`src/hdl/pcrc_pkg.sv`:
```
/*
  Constants and types shared by the programmable CRC generator: register
  byte offsets, alias codes, control field positions, FIFO capacities.
  Assumes a 12-bit APB byte address space inside the peripheral slot.
*/
package pcrc_pkg;

  // Address space and register byte offsets
  localparam int unsigned ADDR_W     = 12;
  localparam logic [11:0] OFF_DATA   = 12'h420;
  localparam logic [11:0] OFF_RESULT = 12'h430;
  localparam logic [11:0] OFF_CTRL   = 12'ha00;
  localparam logic [11:0] OFF_TAPS   = 12'ha10;
  localparam logic [11:0] OFF_STAT   = 12'ha20;
  localparam logic [11:0] OFF_MASK   = 12'ha30;

  // Alias selector taken from address bits 3:2
  localparam logic [1:0] ALIAS_BASE = 2'h0;
  localparam logic [1:0] ALIAS_CLR  = 2'h1;
  localparam logic [1:0] ALIAS_SET  = 2'h2;
  localparam logic [1:0] ALIAS_INV  = 2'h3;

  // Control register fields
  localparam int unsigned CTL_DW_LSB = 24;
  localparam int unsigned CTL_PL_LSB = 16;
  localparam int unsigned CTL_ON     = 15;
  localparam int unsigned CTL_VW_LSB = 8;
  localparam int unsigned CTL_FUL    = 7;
  localparam int unsigned CTL_MPT    = 6;
  localparam int unsigned CTL_ISEL   = 5;
  localparam int unsigned CTL_GO     = 4;
  localparam int unsigned CTL_LEND   = 3;
  localparam logic [31:0] CTL_WMASK  = 32'h1f1f_a03c;
  localparam logic [31:0] TAPS_WMASK = 32'hffff_fffe;
  localparam logic [31:0] RST_ZERO   = 32'h0000_0000;

  // FIFO capacity versus data width field
  localparam int unsigned FIFO_DEPTH = 16;
  localparam logic [4:0]  DW_8MAX    = 5'h07;
  localparam logic [4:0]  DW_16MAX   = 5'h0f;
  localparam logic [4:0]  CAP_8      = 5'h10;
  localparam logic [4:0]  CAP_16     = 5'h08;
  localparam logic [4:0]  CAP_32     = 5'h04;

  // Interrupt status bits
  localparam int unsigned STAT_W    = 2;
  localparam int unsigned STAT_DONE = 0;
  localparam int unsigned STAT_OVF  = 1;

  typedef enum logic {SH_IDLE, SH_RUN} pcrc_sh_t;

endpackage : pcrc_pkg

```
`src/hdl/pcrc_shifter.sv`:
```
/*
  Serial CRC shifter: takes one data word, feeds it one bit per enabled
  clock into the running CRC and offers the updated value each step.
  Assumes the owner holds the CRC register and writes back crc_step.
*/
`timescale 1ns/1ps
module pcrc_shifter
  import pcrc_pkg::*;
(
  // Clock and reset
  input  wire logic        pclk,
  input  wire logic        presetn,
  input  wire logic        ce,
  // Word handoff
  input  wire logic        load,
  input  wire logic [31:0] word,
  input  wire logic        abort,
  // Configuration
  input  wire logic [4:0]  data_width_field,
  input  wire logic [4:0]  poly_length_field,
  input  wire logic        shift_direction_bit,
  input  wire logic [31:0] taps,
  // Running CRC
  input  wire logic [31:0] crc_cur,
  output logic [31:0]      crc_step,
  output logic             step,
  output logic             busy
);

  pcrc_sh_t    state_r, state_nxt;
  logic [31:0] word_r, word_nxt;
  logic [4:0]  cnt_r, cnt_nxt;
  logic [4:0]  dw_r, dw_nxt;
  logic        lend_r, lend_nxt;
  logic        in_bit;
  logic        fb;

  // Bit order picked per word at load time
  assign in_bit = lend_r ? word_r[cnt_r] : word_r[dw_r - cnt_r];
  assign fb     = crc_cur[poly_length_field] ^ in_bit;
  assign busy   = (state_r == SH_RUN);
  assign step   = busy & ~abort;

  // Feedback into enabled taps, bits above the length held at zero
  assign crc_step[0] = fb;
  for (genvar i = 1; i < 32; i++) begin : g_tap
    assign crc_step[i] = (5'(i) <= poly_length_field) & (crc_cur[i-1] ^ (fb & taps[i]));
  end

  // Sequencing: one bit per enabled cycle, abort drops the word
  always_comb begin
    state_nxt = state_r;
    word_nxt  = word_r;
    cnt_nxt   = cnt_r;
    dw_nxt    = dw_r;
    lend_nxt  = lend_r;
    unique case (state_r)
      SH_IDLE: begin
        if (load && !abort) begin
          state_nxt = SH_RUN;
          word_nxt  = word;
          cnt_nxt   = '0;
          dw_nxt    = data_width_field;
          lend_nxt  = shift_direction_bit;
        end
      end
      SH_RUN: begin
        if (abort || cnt_r == dw_r) begin
          state_nxt = SH_IDLE;
          cnt_nxt   = '0;
        end else begin
          cnt_nxt = cnt_r + 5'h01;
        end
      end
    endcase
  end

  // Register stage, frozen while ce is low
  always_ff @(posedge pclk or negedge presetn) begin
    if (!presetn) begin
      state_r <= SH_IDLE;
      word_r  <= RST_ZERO;
      cnt_r   <= '0;
      dw_r    <= '0;
      lend_r  <= 1'b0;
    end else if (ce) begin
      state_r <= state_nxt;
      word_r  <= word_nxt;
      cnt_r   <= cnt_nxt;
      dw_r    <= dw_nxt;
      lend_r  <= lend_nxt;
    end
  end
endmodule : pcrc_shifter

```
`src/hdl/pcrc_top.sv`:
```
/*
  Programmable CRC generator with APB register slave, 16-entry data FIFO,
  set/clear/invert write aliases and a masked level interrupt.
  Assumes an APB master on pclk; ce low freezes every flip-flop.
*/
// Decided for this implementation: the APB interface to the registers.
// Notes on behaviour
// Software polynomial up to 32 bits
// Software picks LSB-first or MSB-first shifting
// Data width and polynomial length independent
// Clear, set, invert aliases at +4/+8/+C
// Width and length fields hold value minus one
// Start bit runs shifter; clearing aborts
// Interrupt on FIFO empty or shift done
// FIFO capacity 16/8/4 by data width
// Taps feedback within length; result readable
`timescale 1ns/1ps
module pcrc_top
  import pcrc_pkg::*;
(
  // Clock, reset, enable
  input  wire logic              pclk,
  input  wire logic              presetn,
  input  wire logic              ce,
  // APB slave
  input  wire logic [ADDR_W-1:0] paddr,
  input  wire logic              psel,
  input  wire logic              penable,
  input  wire logic              pwrite,
  input  wire logic [31:0]       pwdata,
  output logic [31:0]            prdata,
  output logic                   pready,
  output logic                   pslverr,
  // Interrupt
  output logic                   irq
);

  logic [31:0]       ctl_r, ctl_nxt;
  logic [31:0]       taps_r, taps_nxt;
  logic [31:0]       result_r, result_nxt;
  logic [31:0]       last_r, last_nxt;
  logic [STAT_W-1:0] mask_r, mask_nxt;
  logic [STAT_W-1:0] stat_r, stat_nxt;
  logic [31:0]       prdata_r, prdata_nxt;
  logic              pready_r, pready_nxt;
  logic              pslverr_r, pslverr_nxt;
  logic              irq_r, irq_nxt;
  logic              pend_r, pend_nxt;
  logic [31:0]       mem [FIFO_DEPTH];
  logic [3:0]        wp_r, wp_nxt, rp_r, rp_nxt;
  logic [4:0]        cnt_r, cnt_nxt;

  logic [11:0]       base;
  logic [1:0]        op;
  logic              hit_data, hit_res, hit_ctl, hit_taps, hit_stat, hit_mask, mapped;
  logic              wr_fire, rd_fire;
  logic [4:0]        dw, pl, cap;
  logic              on, go, isel, full, empty;
  logic              push, pop, ovf, evt, abort;
  logic [31:0]       ctl_rd, data_in;
  logic              sh_busy, sh_step;
  logic [31:0]       crc_step;

  // Alias operation against the current base value
  function automatic logic [31:0] pcrc_alias(input logic [1:0] sel,
                                             input logic [31:0] cur,
                                             input logic [31:0] wd);
    logic [31:0] v;
    v = wd;
    unique case (sel)
      ALIAS_BASE: v = wd;
      ALIAS_CLR:  v = cur & ~wd;
      ALIAS_SET:  v = cur | wd;
      ALIAS_INV:  v = cur ^ wd;
    endcase
    return v;
  endfunction : pcrc_alias

  // Address decode; aliases share the base register's 16-byte slot
  assign base     = {paddr[11:4], 4'h0};
  assign op       = paddr[3:2];
  assign hit_data = (base == OFF_DATA);
  assign hit_res  = (base == OFF_RESULT);
  assign hit_ctl  = (base == OFF_CTRL);
  assign hit_taps = (base == OFF_TAPS);
  assign hit_stat = (base == OFF_STAT);
  assign hit_mask = (base == OFF_MASK);
  assign mapped   = (paddr[1:0] == 2'h0) &
                    (hit_data | hit_res | hit_ctl | hit_taps | hit_stat | hit_mask);
  assign wr_fire  = psel & penable & pready_r & pwrite & mapped;
  assign rd_fire  = psel & penable & pready_r & ~pwrite & mapped;

  // Control fields and FIFO capacity
  assign dw    = ctl_r[CTL_DW_LSB +: 5];
  assign pl    = ctl_r[CTL_PL_LSB +: 5];
  assign on    = ctl_r[CTL_ON];
  assign go    = ctl_r[CTL_GO];
  assign isel  = ctl_r[CTL_ISEL];
  assign cap   = (dw <= DW_8MAX) ? CAP_8 : (dw <= DW_16MAX) ? CAP_16 : CAP_32;
  assign full  = (cnt_r >= cap);
  assign empty = (cnt_r == 5'h00);
  assign ctl_rd = (ctl_r & CTL_WMASK) | (32'(cnt_r) << CTL_VW_LSB) |
                  (32'(full) << CTL_FUL) | (32'(empty) << CTL_MPT);

  // FIFO traffic; a write into a full FIFO is dropped and flagged
  assign data_in = pcrc_alias(op, last_r, pwdata);
  assign push    = wr_fire & hit_data & ~full;
  assign ovf     = wr_fire & hit_data & full;
  assign abort   = ~(on & go);
  assign pop     = ~abort & ~sh_busy & ~empty;

  // Completion event: isel picks FIFO-empty or shift-finished
  assign evt = pend_r & on & go & empty & (isel | ~sh_busy);

  pcrc_shifter u_shifter (
    .pclk     (pclk),
    .presetn  (presetn),
    .ce       (ce),
    .load     (pop),
    .word     (mem[rp_r]),
    .abort    (abort),
    .data_width_field   (dw),
    .poly_length_field     (pl),
    .shift_direction_bit  (ctl_r[CTL_LEND]),
    .taps     (taps_r),
    .crc_cur  (result_r),
    .crc_step (crc_step),
    .step     (sh_step),
    .busy     (sh_busy)
  );

  // Register file, bus answers and interrupt next values
  always_comb begin
    ctl_nxt     = ctl_r;
    taps_nxt    = taps_r;
    result_nxt  = sh_step ? crc_step : result_r;
    last_nxt    = push ? data_in : last_r;
    mask_nxt    = mask_r;
    pend_nxt    = abort ? 1'b0 : ((pend_r & ~evt) | pop);
    stat_nxt    = stat_r;
    prdata_nxt  = RST_ZERO;
    pready_nxt  = psel & ~penable;
    pslverr_nxt = psel & ~penable & ~mapped;
    if (wr_fire && hit_ctl)
      ctl_nxt = pcrc_alias(op, ctl_r, pwdata) & CTL_WMASK;
    if (wr_fire && hit_taps)
      taps_nxt = pcrc_alias(op, taps_r, pwdata) & TAPS_WMASK;
    if (wr_fire && hit_res)
      result_nxt = pcrc_alias(op, result_r, pwdata);
    if (wr_fire && hit_mask)
      mask_nxt = STAT_W'(pcrc_alias(op, 32'(mask_r), pwdata));
    // Read clears only the bits it returned; a new event wins
    if (rd_fire && hit_stat)
      stat_nxt = stat_r & ~prdata_r[STAT_W-1:0];
    if (evt)
      stat_nxt[STAT_DONE] = 1'b1;
    if (ovf)
      stat_nxt[STAT_OVF] = 1'b1;
    if (psel && !penable && !pwrite && mapped) begin
      unique case (1'b1)
        hit_data: prdata_nxt = last_r;
        hit_res:  prdata_nxt = result_r;
        hit_ctl:  prdata_nxt = ctl_rd;
        hit_taps: prdata_nxt = taps_r;
        hit_stat: prdata_nxt = 32'(stat_r);
        hit_mask: prdata_nxt = 32'(mask_r);
      endcase
    end
    irq_nxt = |(stat_nxt & mask_nxt);
  end

  // FIFO pointers and word count
  always_comb begin
    wp_nxt  = push ? wp_r + 4'h1 : wp_r;
    rp_nxt  = pop ? rp_r + 4'h1 : rp_r;
    cnt_nxt = cnt_r + 5'(push) - 5'(pop);
  end

  // Control and bus state; nothing moves while ce is low
  always_ff @(posedge pclk or negedge presetn) begin
    if (!presetn) begin
      ctl_r     <= RST_ZERO;
      taps_r    <= RST_ZERO;
      result_r  <= RST_ZERO;
      last_r    <= RST_ZERO;
      mask_r    <= '0;
      stat_r    <= '0;
      prdata_r  <= RST_ZERO;
      pready_r  <= 1'b0;
      pslverr_r <= 1'b0;
      irq_r     <= 1'b0;
      pend_r    <= 1'b0;
      wp_r      <= '0;
      rp_r      <= '0;
      cnt_r     <= '0;
    end else if (ce) begin
      ctl_r     <= ctl_nxt;
      taps_r    <= taps_nxt;
      result_r  <= result_nxt;
      last_r    <= last_nxt;
      mask_r    <= mask_nxt;
      stat_r    <= stat_nxt;
      prdata_r  <= prdata_nxt;
      pready_r  <= pready_nxt;
      pslverr_r <= pslverr_nxt;
      irq_r     <= irq_nxt;
      pend_r    <= pend_nxt;
      wp_r      <= wp_nxt;
      rp_r      <= rp_nxt;
      cnt_r     <= cnt_nxt;
    end
  end

  // Data storage needs no reset; count guards stale entries
  always_ff @(posedge pclk) begin
    if (ce && push)
      mem[wp_r] <= data_in;
  end

  assign prdata  = prdata_r;
  assign pready  = pready_r;
  assign pslverr = pslverr_r;
  assign irq     = irq_r;
endmodule : pcrc_top

```
`config.mk`:
```
export PLATFORM = sky130hd
export DESIGN_NAME = pcrc_top
export DESIGN_NICKNAME = d
export VERILOG_FILES = /design/src/hdl/pcrc_pkg.sv /design/src/hdl/pcrc_shifter.sv /design/src/hdl/pcrc_top.sv
export SDC_FILE = /design/constraint.sdc
export NUM_CORES = 1
export LEC_CHECK = 0
export BUFFER_PORTS_ARGS = -buffer_cell sky130_fd_sc_hd__buf_4
export CAP_MARGIN = 15
export CORE_MARGIN = 2
export CORE_UTILIZATION = 68
export CTS_CLUSTER_DIAMETER = 120
export CTS_CLUSTER_SIZE = 20
export DETAILED_ROUTE_END_ITERATION = 7
export GPL_ROUTABILITY_DRIVEN = 0
export PLACE_DENSITY_LB_ADDON = 0.2
export SYNTH_ARGS = -nofsm -noshare
export SYNTH_HDL_FRONTEND = slang
export SYNTH_SLANG_ARGS = --single-unit
```
`constraint.sdc`:
```
create_clock -name pclk -period 11.65 [get_ports pclk]
set_input_delay 1.165 -clock pclk [delete_from_list [all_inputs] [get_ports pclk]]
set_output_delay 1.165 -clock pclk [all_outputs]
set_load 0.005 [all_outputs]
```
After elaboration in Yosys (flattened, before gate mapping)
Memory sizes are Yosys's and may differ from the RTL's. A register that Yosys moved wholly into a read port is not among the register bits.
Index checks and enable logic that the tools add are counted.
{ "word_totals": {"mem_bits_rw": 512, "mem_count": 1, "out_inout_bits": 35, "input_bits": 50, "register_bits": 176} }
{ "classes": {"eq_ne": 11, "mux": 31, "n_bitwise": 152, "reduce_logical": 26, "magnitude_cmp": 37, "add_sub_neg": 6} }
{ "memory_table": {"columns": ["name", "depth", "width", "read_ports", "rd_clocked_by_memory_dff", "wr", "line", "rtl"], "rows": [
  ["mem", 16, 32, 1, 1, 1, "pcrc_top.sv:49", "logic [31:0] mem [FIFO_DEPTH];"]
]} }
{ "ops": {"columns": ["operator", "count"], "rows": [
  ["$pmux 32 s4", 3],
  ["$pmux 32 s6", 1],
  ["$pmux 29 s4", 1],
  ["$and 32x32->32", 3],
  ["$mux 32", 3],
  ["$or 32x32->32", 3],
  ["$xor 32x32->32", 3],
  ["$and 1x1->1", 83],
  ["$le 5x5->1 const A", 16],
  ["$le 4x5->1 const A", 8],
  ["$eq 8x8->1 const B", 4],
  ["$not 32->32", 1],
  ["$xor 1x1->1", 32],
  ["$and 29x29->29", 1],
  ["$or 29x13->29", 1],
  ["$or 29x29->29", 1],
  ["$or 29x7->29", 1],
  ["$or 29x8->29", 1],
  ["$xor 29x29->29", 1],
  ["$le 3x5->1 const A", 4],
  ["$lt 5x6->1 const B", 3],
  ["$eq 8x7->1 const B", 2],
  ["$bmux 1 s5", 3],
  ["$mux 5", 3],
  ["other kinds (35)", 81]
]} }

Longest topological paths before layout
{ "depth": {"word_depth": 13, "ltp_mapped": 19} }

By module
Synthesis repeated with hierarchy kept, for this count alone.
{ "hier_totals": {"cells_unflattened": 2446, "hier_area_um2": 36936.7} }
{ "modules_own_cells": {"columns": ["module", "seq_area_each_um2", "area_per_inst_um2", "n_inst", "cells_each"], "rows": [
  ["pcrc_top", 19478.7, 33090.5, 1, 2028],
  ["pcrc_shifter", 1101.1, 3846.2, 1, 418]
]} }

Worst setup path before layout
Ideal clock, no wire load.
{ "synth_path": {"path_kind": "input port to flip-flop", "from": "input pwrite", "to": "memory mem[3][0], enable pin", "path_buffers": 2, "required_ns": 11.137, "arrival_time_ns": 6.033, "slack_ns": 5.104, "setup_time_ns": 0.513, "path_stages": 7, "cell_sequence": "inv_1 nor4_2 nand2_1 or3_1 clkbuf_1 clkbuf_1 nor4b_1"} }
{ "synth_between": {"elab_chain_cells": 7} }
{ "synth_rtl": {"columns": ["element", "line", "rtl"], "rows": [
  ["from (decl)", "pcrc_top.sv:29", "input wire logic pwrite,"],
  ["$and 1x1->1 (2 in series)", "pcrc_top.sv:90", "assign wr_fire = psel & penable & pready_r & pwrite & mapped;"],
  ["$and 1x1->1 (2 in series)", "pcrc_top.sv:107", "assign push = wr_fire & hit_data & ~full;"],
  ["$logic_and 1x1->1", "pcrc_top.sv:216", "if (ce && push)"],
  ["$mux 1", "pcrc_top.sv:216", null],
  ["$mux 1 (not written as such)", "pcrc_top.sv:217", "mem[wp_r] <= data_in;"],
  ["to (decl)", "pcrc_top.sv:49", null]
]} }
No other way between the ends.

Worst setup path after layout
{ "layout_path": {"from": "register u_shifter.cnt_r[0]", "to": "register result_r[13]"} }
{ "layout_between": {"elab_chain_cells": 10, "word_cells_on_any_way": 12, "cone_classes": "1 x add/sub; 7 x mux; 4 x bitwise"} }
{ "layout_rtl": {"columns": ["element", "line", "rtl"], "rows": [
  ["from (decl)", "pcrc_shifter.sv:32", "logic [4:0] cnt_r, cnt_nxt;"],
  ["from (signal assigned)", "pcrc_shifter.sv:89", "cnt_r <= cnt_nxt;"],
  ["$sub 5x5->5", "pcrc_shifter.sv:39", "assign in_bit = lend_r ? word_r[cnt_r] : word_r[dw_r - cnt_r];"],
  ["$bmux 1 s5", "pcrc_shifter.sv:39", null],
  ["$mux 1 (not written as such)", "pcrc_shifter.sv:39", null],
  ["$mux 1 *", "pcrc_shifter.sv:39", null],
  ["$xor 1x1->1 *", "pcrc_shifter.sv:40", "assign fb = crc_cur[poly_length_field] ^ in_bit;"],
  ["$and 1x1->1 *", "pcrc_shifter.sv:47", "assign crc_step[i] = (5'(i) <= poly_length_field) & (crc_cur[i-1] ^ (fb & taps[i]));"],
  ["$xor 1x1->1 *", "pcrc_shifter.sv:47", null],
  ["$and 1x1->1 *", "pcrc_shifter.sv:47", null],
  ["$mux 32 *", "pcrc_top.sv:136", "result_nxt = sh_step ? crc_step : result_r;"],
  ["$mux 32 *", "pcrc_top.sv:148", "if (wr_fire && hit_res)"],
  ["to (signal assigned)", "pcrc_top.sv:199", "result_r <= result_nxt;"],
  ["to (decl)", "pcrc_top.sv:40", "logic [31:0] result_r, result_nxt;"]
]} }
Mark *: on every way between the ends. The rest lies on a longest branch, timed or not. The select of a mux whose other input is x is not followed.
A chain may end at the register's enable or synchronous reset.

==> summary.txt <==
Setup path
  • Critical path's top delay family: adder cells
  • CP max FO: 48
  • WP depth: 11
  • Slowest stage cell on the critical path: fa_1
  • CP Buf/Inv Count: 2
  • Reg2Reg Capture Point: result_r[13]$_DFFE_PN0P_
  • Cell chain of the critical path: ha_1 -> inv_1 -> fa_1 -> mux2i_1 -> nand3_1 -> nand4_1 -> mux4_2 -> mux2i_4 -> buf_4 -> a2111o_1 -> nand3_1
  • Worst r2r src: u_shifter.cnt_r[0]$_DFFE_PN0P_
  • Worst EP arrival: just over 5 ns
  • Worst EP required: 12.19 ns
  • Most used cell, CP: nand3_1
  • Crit path kind: flip-flop to flip-flop
  • Critical path's largest stage delay: about 1.2 ns
  • Worst r2r path cells: 11
  • Startpoint type of the worst setup path: flip-flop
  • CP endpoint kind: flip-flop
  • Flop2flop setup slack: roughly 7 ns

Timing
  • Actual slew at the worst max-slew pin: roughly 1.2 ns
  • RSZ-0062 raised after global routing: false
  • Crit share post-route: 39.2%
  • Rel. slew slack: around a fifth
  • Fmax: approximately 0.22 GHz
  • Post-layout min period: roughly 4.6 ns
  • Final count of hold timing violations: 0
  • Hold_ws: approximately 0.53 ns
  • Setup_tns: 0 ns
  • Final Setup Violations: 0
  • Clock skew: ~0.028 ns
  • Count of pins over their slew limit: 0

Floorplanning
  • Die Area: around 56000 sq um
  • Core ar.: about 54000 sq um
  • Die X: ~240 microns
  • Die height: approximately 240 microns
  • IO Pins: between 80 and 90
  • Starting density of the core: 68.9%
  • Rows: 85

Worst hold path
  • Hold Crit Class: flip-flop to flip-flop
  • Hold Path Depth: 1
  • Hold Path Origin: irq$_DFFE_PN0P_
  • Worst Hold End: irq$_DFFE_PN0P_

Clock network
  • CTS H-tree depth: 2
  • Skew-Pair Late Insertion Delay: roughly 0.61 ns
  • Clock sinks: 720
  • Hold Buf Count CTS: 0
  • Post-cts resize count: 0
  • Reg clk slew, reported paths: 0.10 ns
  • Post-CTS Setup Bufs: 0
  • Max Buffers Root-to-Sink: 3
  • CTS tree: yes
  • CTS Buf Count: slightly above 40
  • Root buf cell: clkbuf_16

Drt
  • DRC: 0
  • Antenna viol nets, final: 0
  • Wirelength, routed: approximately 94 mm
  • DR WL/cell: 27.7 microns
  • 1st-iter DRT viols: between 2000 and 3000
  • Pre-Repair DR Iteration Count: 5
  • DR vias: about 24000
  • Vias per cell: ~7.0

Synthesis
  • Gate Count Post-Synth: between 2000 and 3000
  • Netlist cell types: 60
  • Post-synth EDFFs: 512
  • Avg Inst Size Synth: between 10 and 15 sq um
  • Number of synthesized register bits: a little over 700
  • Ys async rst share: 28.9%
  • Synth warn: 0
  • Syn Nets: 2960
  • Main synth FF type: edfxtp_1
  • Register area share after synthesis: 55.5%
  • Synth Cell Area: between 30000 and 40000 sq um

Power and ir drop
  • Switch Pwr: ~1.0 mW
  • Maximum vdd ir drop: 0.0000948 V
  • Clock Power Share: roughly 33%
  • Total power: 4.59 mW
  • Switching Fraction: a little under a quarter
  • Flop pwr share: between 60% and 70%
  • Gate power share: under 10%
  • Internal power: 3.55 mW
  • Pwr/cell area: 116 nW/um^2
  • Static Leak: 14.4 nW

GRT
  • Vias in the first global route: between 20000 and 25000
  • Antenna violations before repair: 0
  • Largest net degree at the start of global routing: 96
  • First-pass GRT wire length: roughly 140 mm
  • GRT Util Overall: between 30% and 40%
  • Grt total ovfl: 0

Flow run
  • Max-Cap Viols: 0

Final layout
  • # diodes: 0
  • Total Nets Final: approximately 3000
  • Share of post-route cells with drive strength above 1: between 15 and 20%
  • Most frequent cells in the layout: edfxtp_1 (512), ha_1 (245), inv_1 (239), mux4_2 (206), dfrtp_1 (205)
  • Fillers: roughly 3400
  • Area grow syn2layout: 6.38%
  • Commonest non-fill, non-tap cell in the layout: edfxtp_1

Status
  • Status: finished, final reports clean

Place
  • DPL Wire Length: 57.7 mm
  • Input/output buffers: 84
-- area by class of cell --
| class | count | area, sq um | share of cell area, % |
|---|---|---|---|
| clock buffer | 70 | 1130 | 2.88 |
| tap | 696 | 871 | 2.21 |
| timing repair buffer | 122 | 933 | 2.37 |
| multi-input combinational | 1532 | 15000 | 38.0 |
| sequential | 720 | 20600 | 52.2 |
| inverter | 239 | 897 | 2.28 |
| clock inverter | 2 | 17.5 | 0.0444 |
-- synth_stat cells, types with 7 or more instances --
cell type / count / area share [%]
inv_1: 239 / 2.4
mux4_1: 7 / 0.50
ha_1: 245 / 8.3
a21oi_1: 177 / 2.4
dfrtp_1: 208 / 14
nor4_1: 33 / 0.56
buf_2: 8 / 0.11
mux2_2: 115 / 3.5
mux4_2: 206 / 13
nand2_1: 39 / 0.39
xnor2_1: 11 / 0.26
o2111ai_1: 10 / 0.24
buf_1: 36 / 0.36
o21ai_0: 56 / 0.76
nand3_1: 80 / 1.1
a22oi_1: 45 / 0.91
and3_1: 17 / 0.29
o22ai_1: 21 / 0.35
a211oi_1: 92 / 1.9
nand4_1: 16 / 0.27
a21o_1: 28 / 0.57
nor2_1: 148 / 1.5
mux2i_1: 26 / 0.70
a2111o_1: 14 / 0.43
clkbuf_1: 122 / 1.2
nor3_1: 44 / 0.59
a221oi_1: 17 / 0.40
edfxtp_1: 512 / 41
-- state kept, by name, summed over array words and instances, names as in the netlist, 16 cells and up --
register,count
taps_r,31
last_r,32
mem,512
result_r,32
u_shifter.word_r,32
prdata,32
ctl_r,16
-- how the worst max path moves through the flow --
stage                                          end                            from  slack, ns
final                     result_r[13]$_DFFE_PN0P_  u_shifter.cnt_r[0]$_DFFE_PN0P_       7.09
after CTS                 result_r[13]$_DFFE_PN0P_  u_shifter.cnt_r[0]$_DFFE_PN0P_       7.14
after detailed placement     mem[10][10]$_DFFE_PP_                        paddr[9]       6.87
after global routing       result_r[1]$_DFFE_PN0P_  u_shifter.cnt_r[0]$_DFFE_PN0P_       6.91
after floorplan                mem[3][0]$_DFFE_PP_                          pwrite       5.10
after global placement       mem[12][20]$_DFFE_PP_                        paddr[9]       7.05
-- per-stage QoR --
stage	util (%)	instances	setup slack [ns]	cell area, sq um
CTS	73.3	3380	7.14	39400
floorplan	-	2663	5.10	37100
global route	73.3	3381	6.91	39400
finish	73.3	3381	7.09	39400
detailed placement	71.1	3308	6.87	38300
global placement	71.1	3308	7.05	38300
-- power by group through the flow --
stage | clock network, mW | registers, mW | logic [mW]
finish | 1.49 | 2.79 | 0.302
global route | 1.59 | 2.79 | 0.335
CTS | 1.51 | 2.79 | 0.299
detailed placement | 0 | 2.85 | 0.297
global placement | 0 | 2.85 | 0.281
floorplan | 0 | 2.84 | 0.193
-- cell families after synthesis --
logic type	synth area share, %
xor+xnor	0.354
mux	17.2
compound gates	8.63
simple gates	5.61
flops	55.5
fa+ha+maj	8.38
buf+inv	4.30
-- metal layers --
metal  wire length (microns)  track usage, %  share of wire (%)  vias up
li1                        -               -                  -    10200
met3                    7190            4.35                7.7      247
met1                   36300            46.1                 39    12200
met2                   46100            56.4                 49     1197
met4                    4080            13.5                4.4        0
met5                       0               0                  0        -
-- worst reg2reg max path, delay by kind of cell, from the launching register on --
family / cells / cell delay, ns
fa+ha+maj: 2 / 1.46
compound gates: 1 / 0.49
flops: 1 / 0.74
simple gates: 3 / 0.34
mux: 3 / 1.06
buf+inv: 2 / 0.42
No activity file was read; power rests on OpenSTA's default activity.
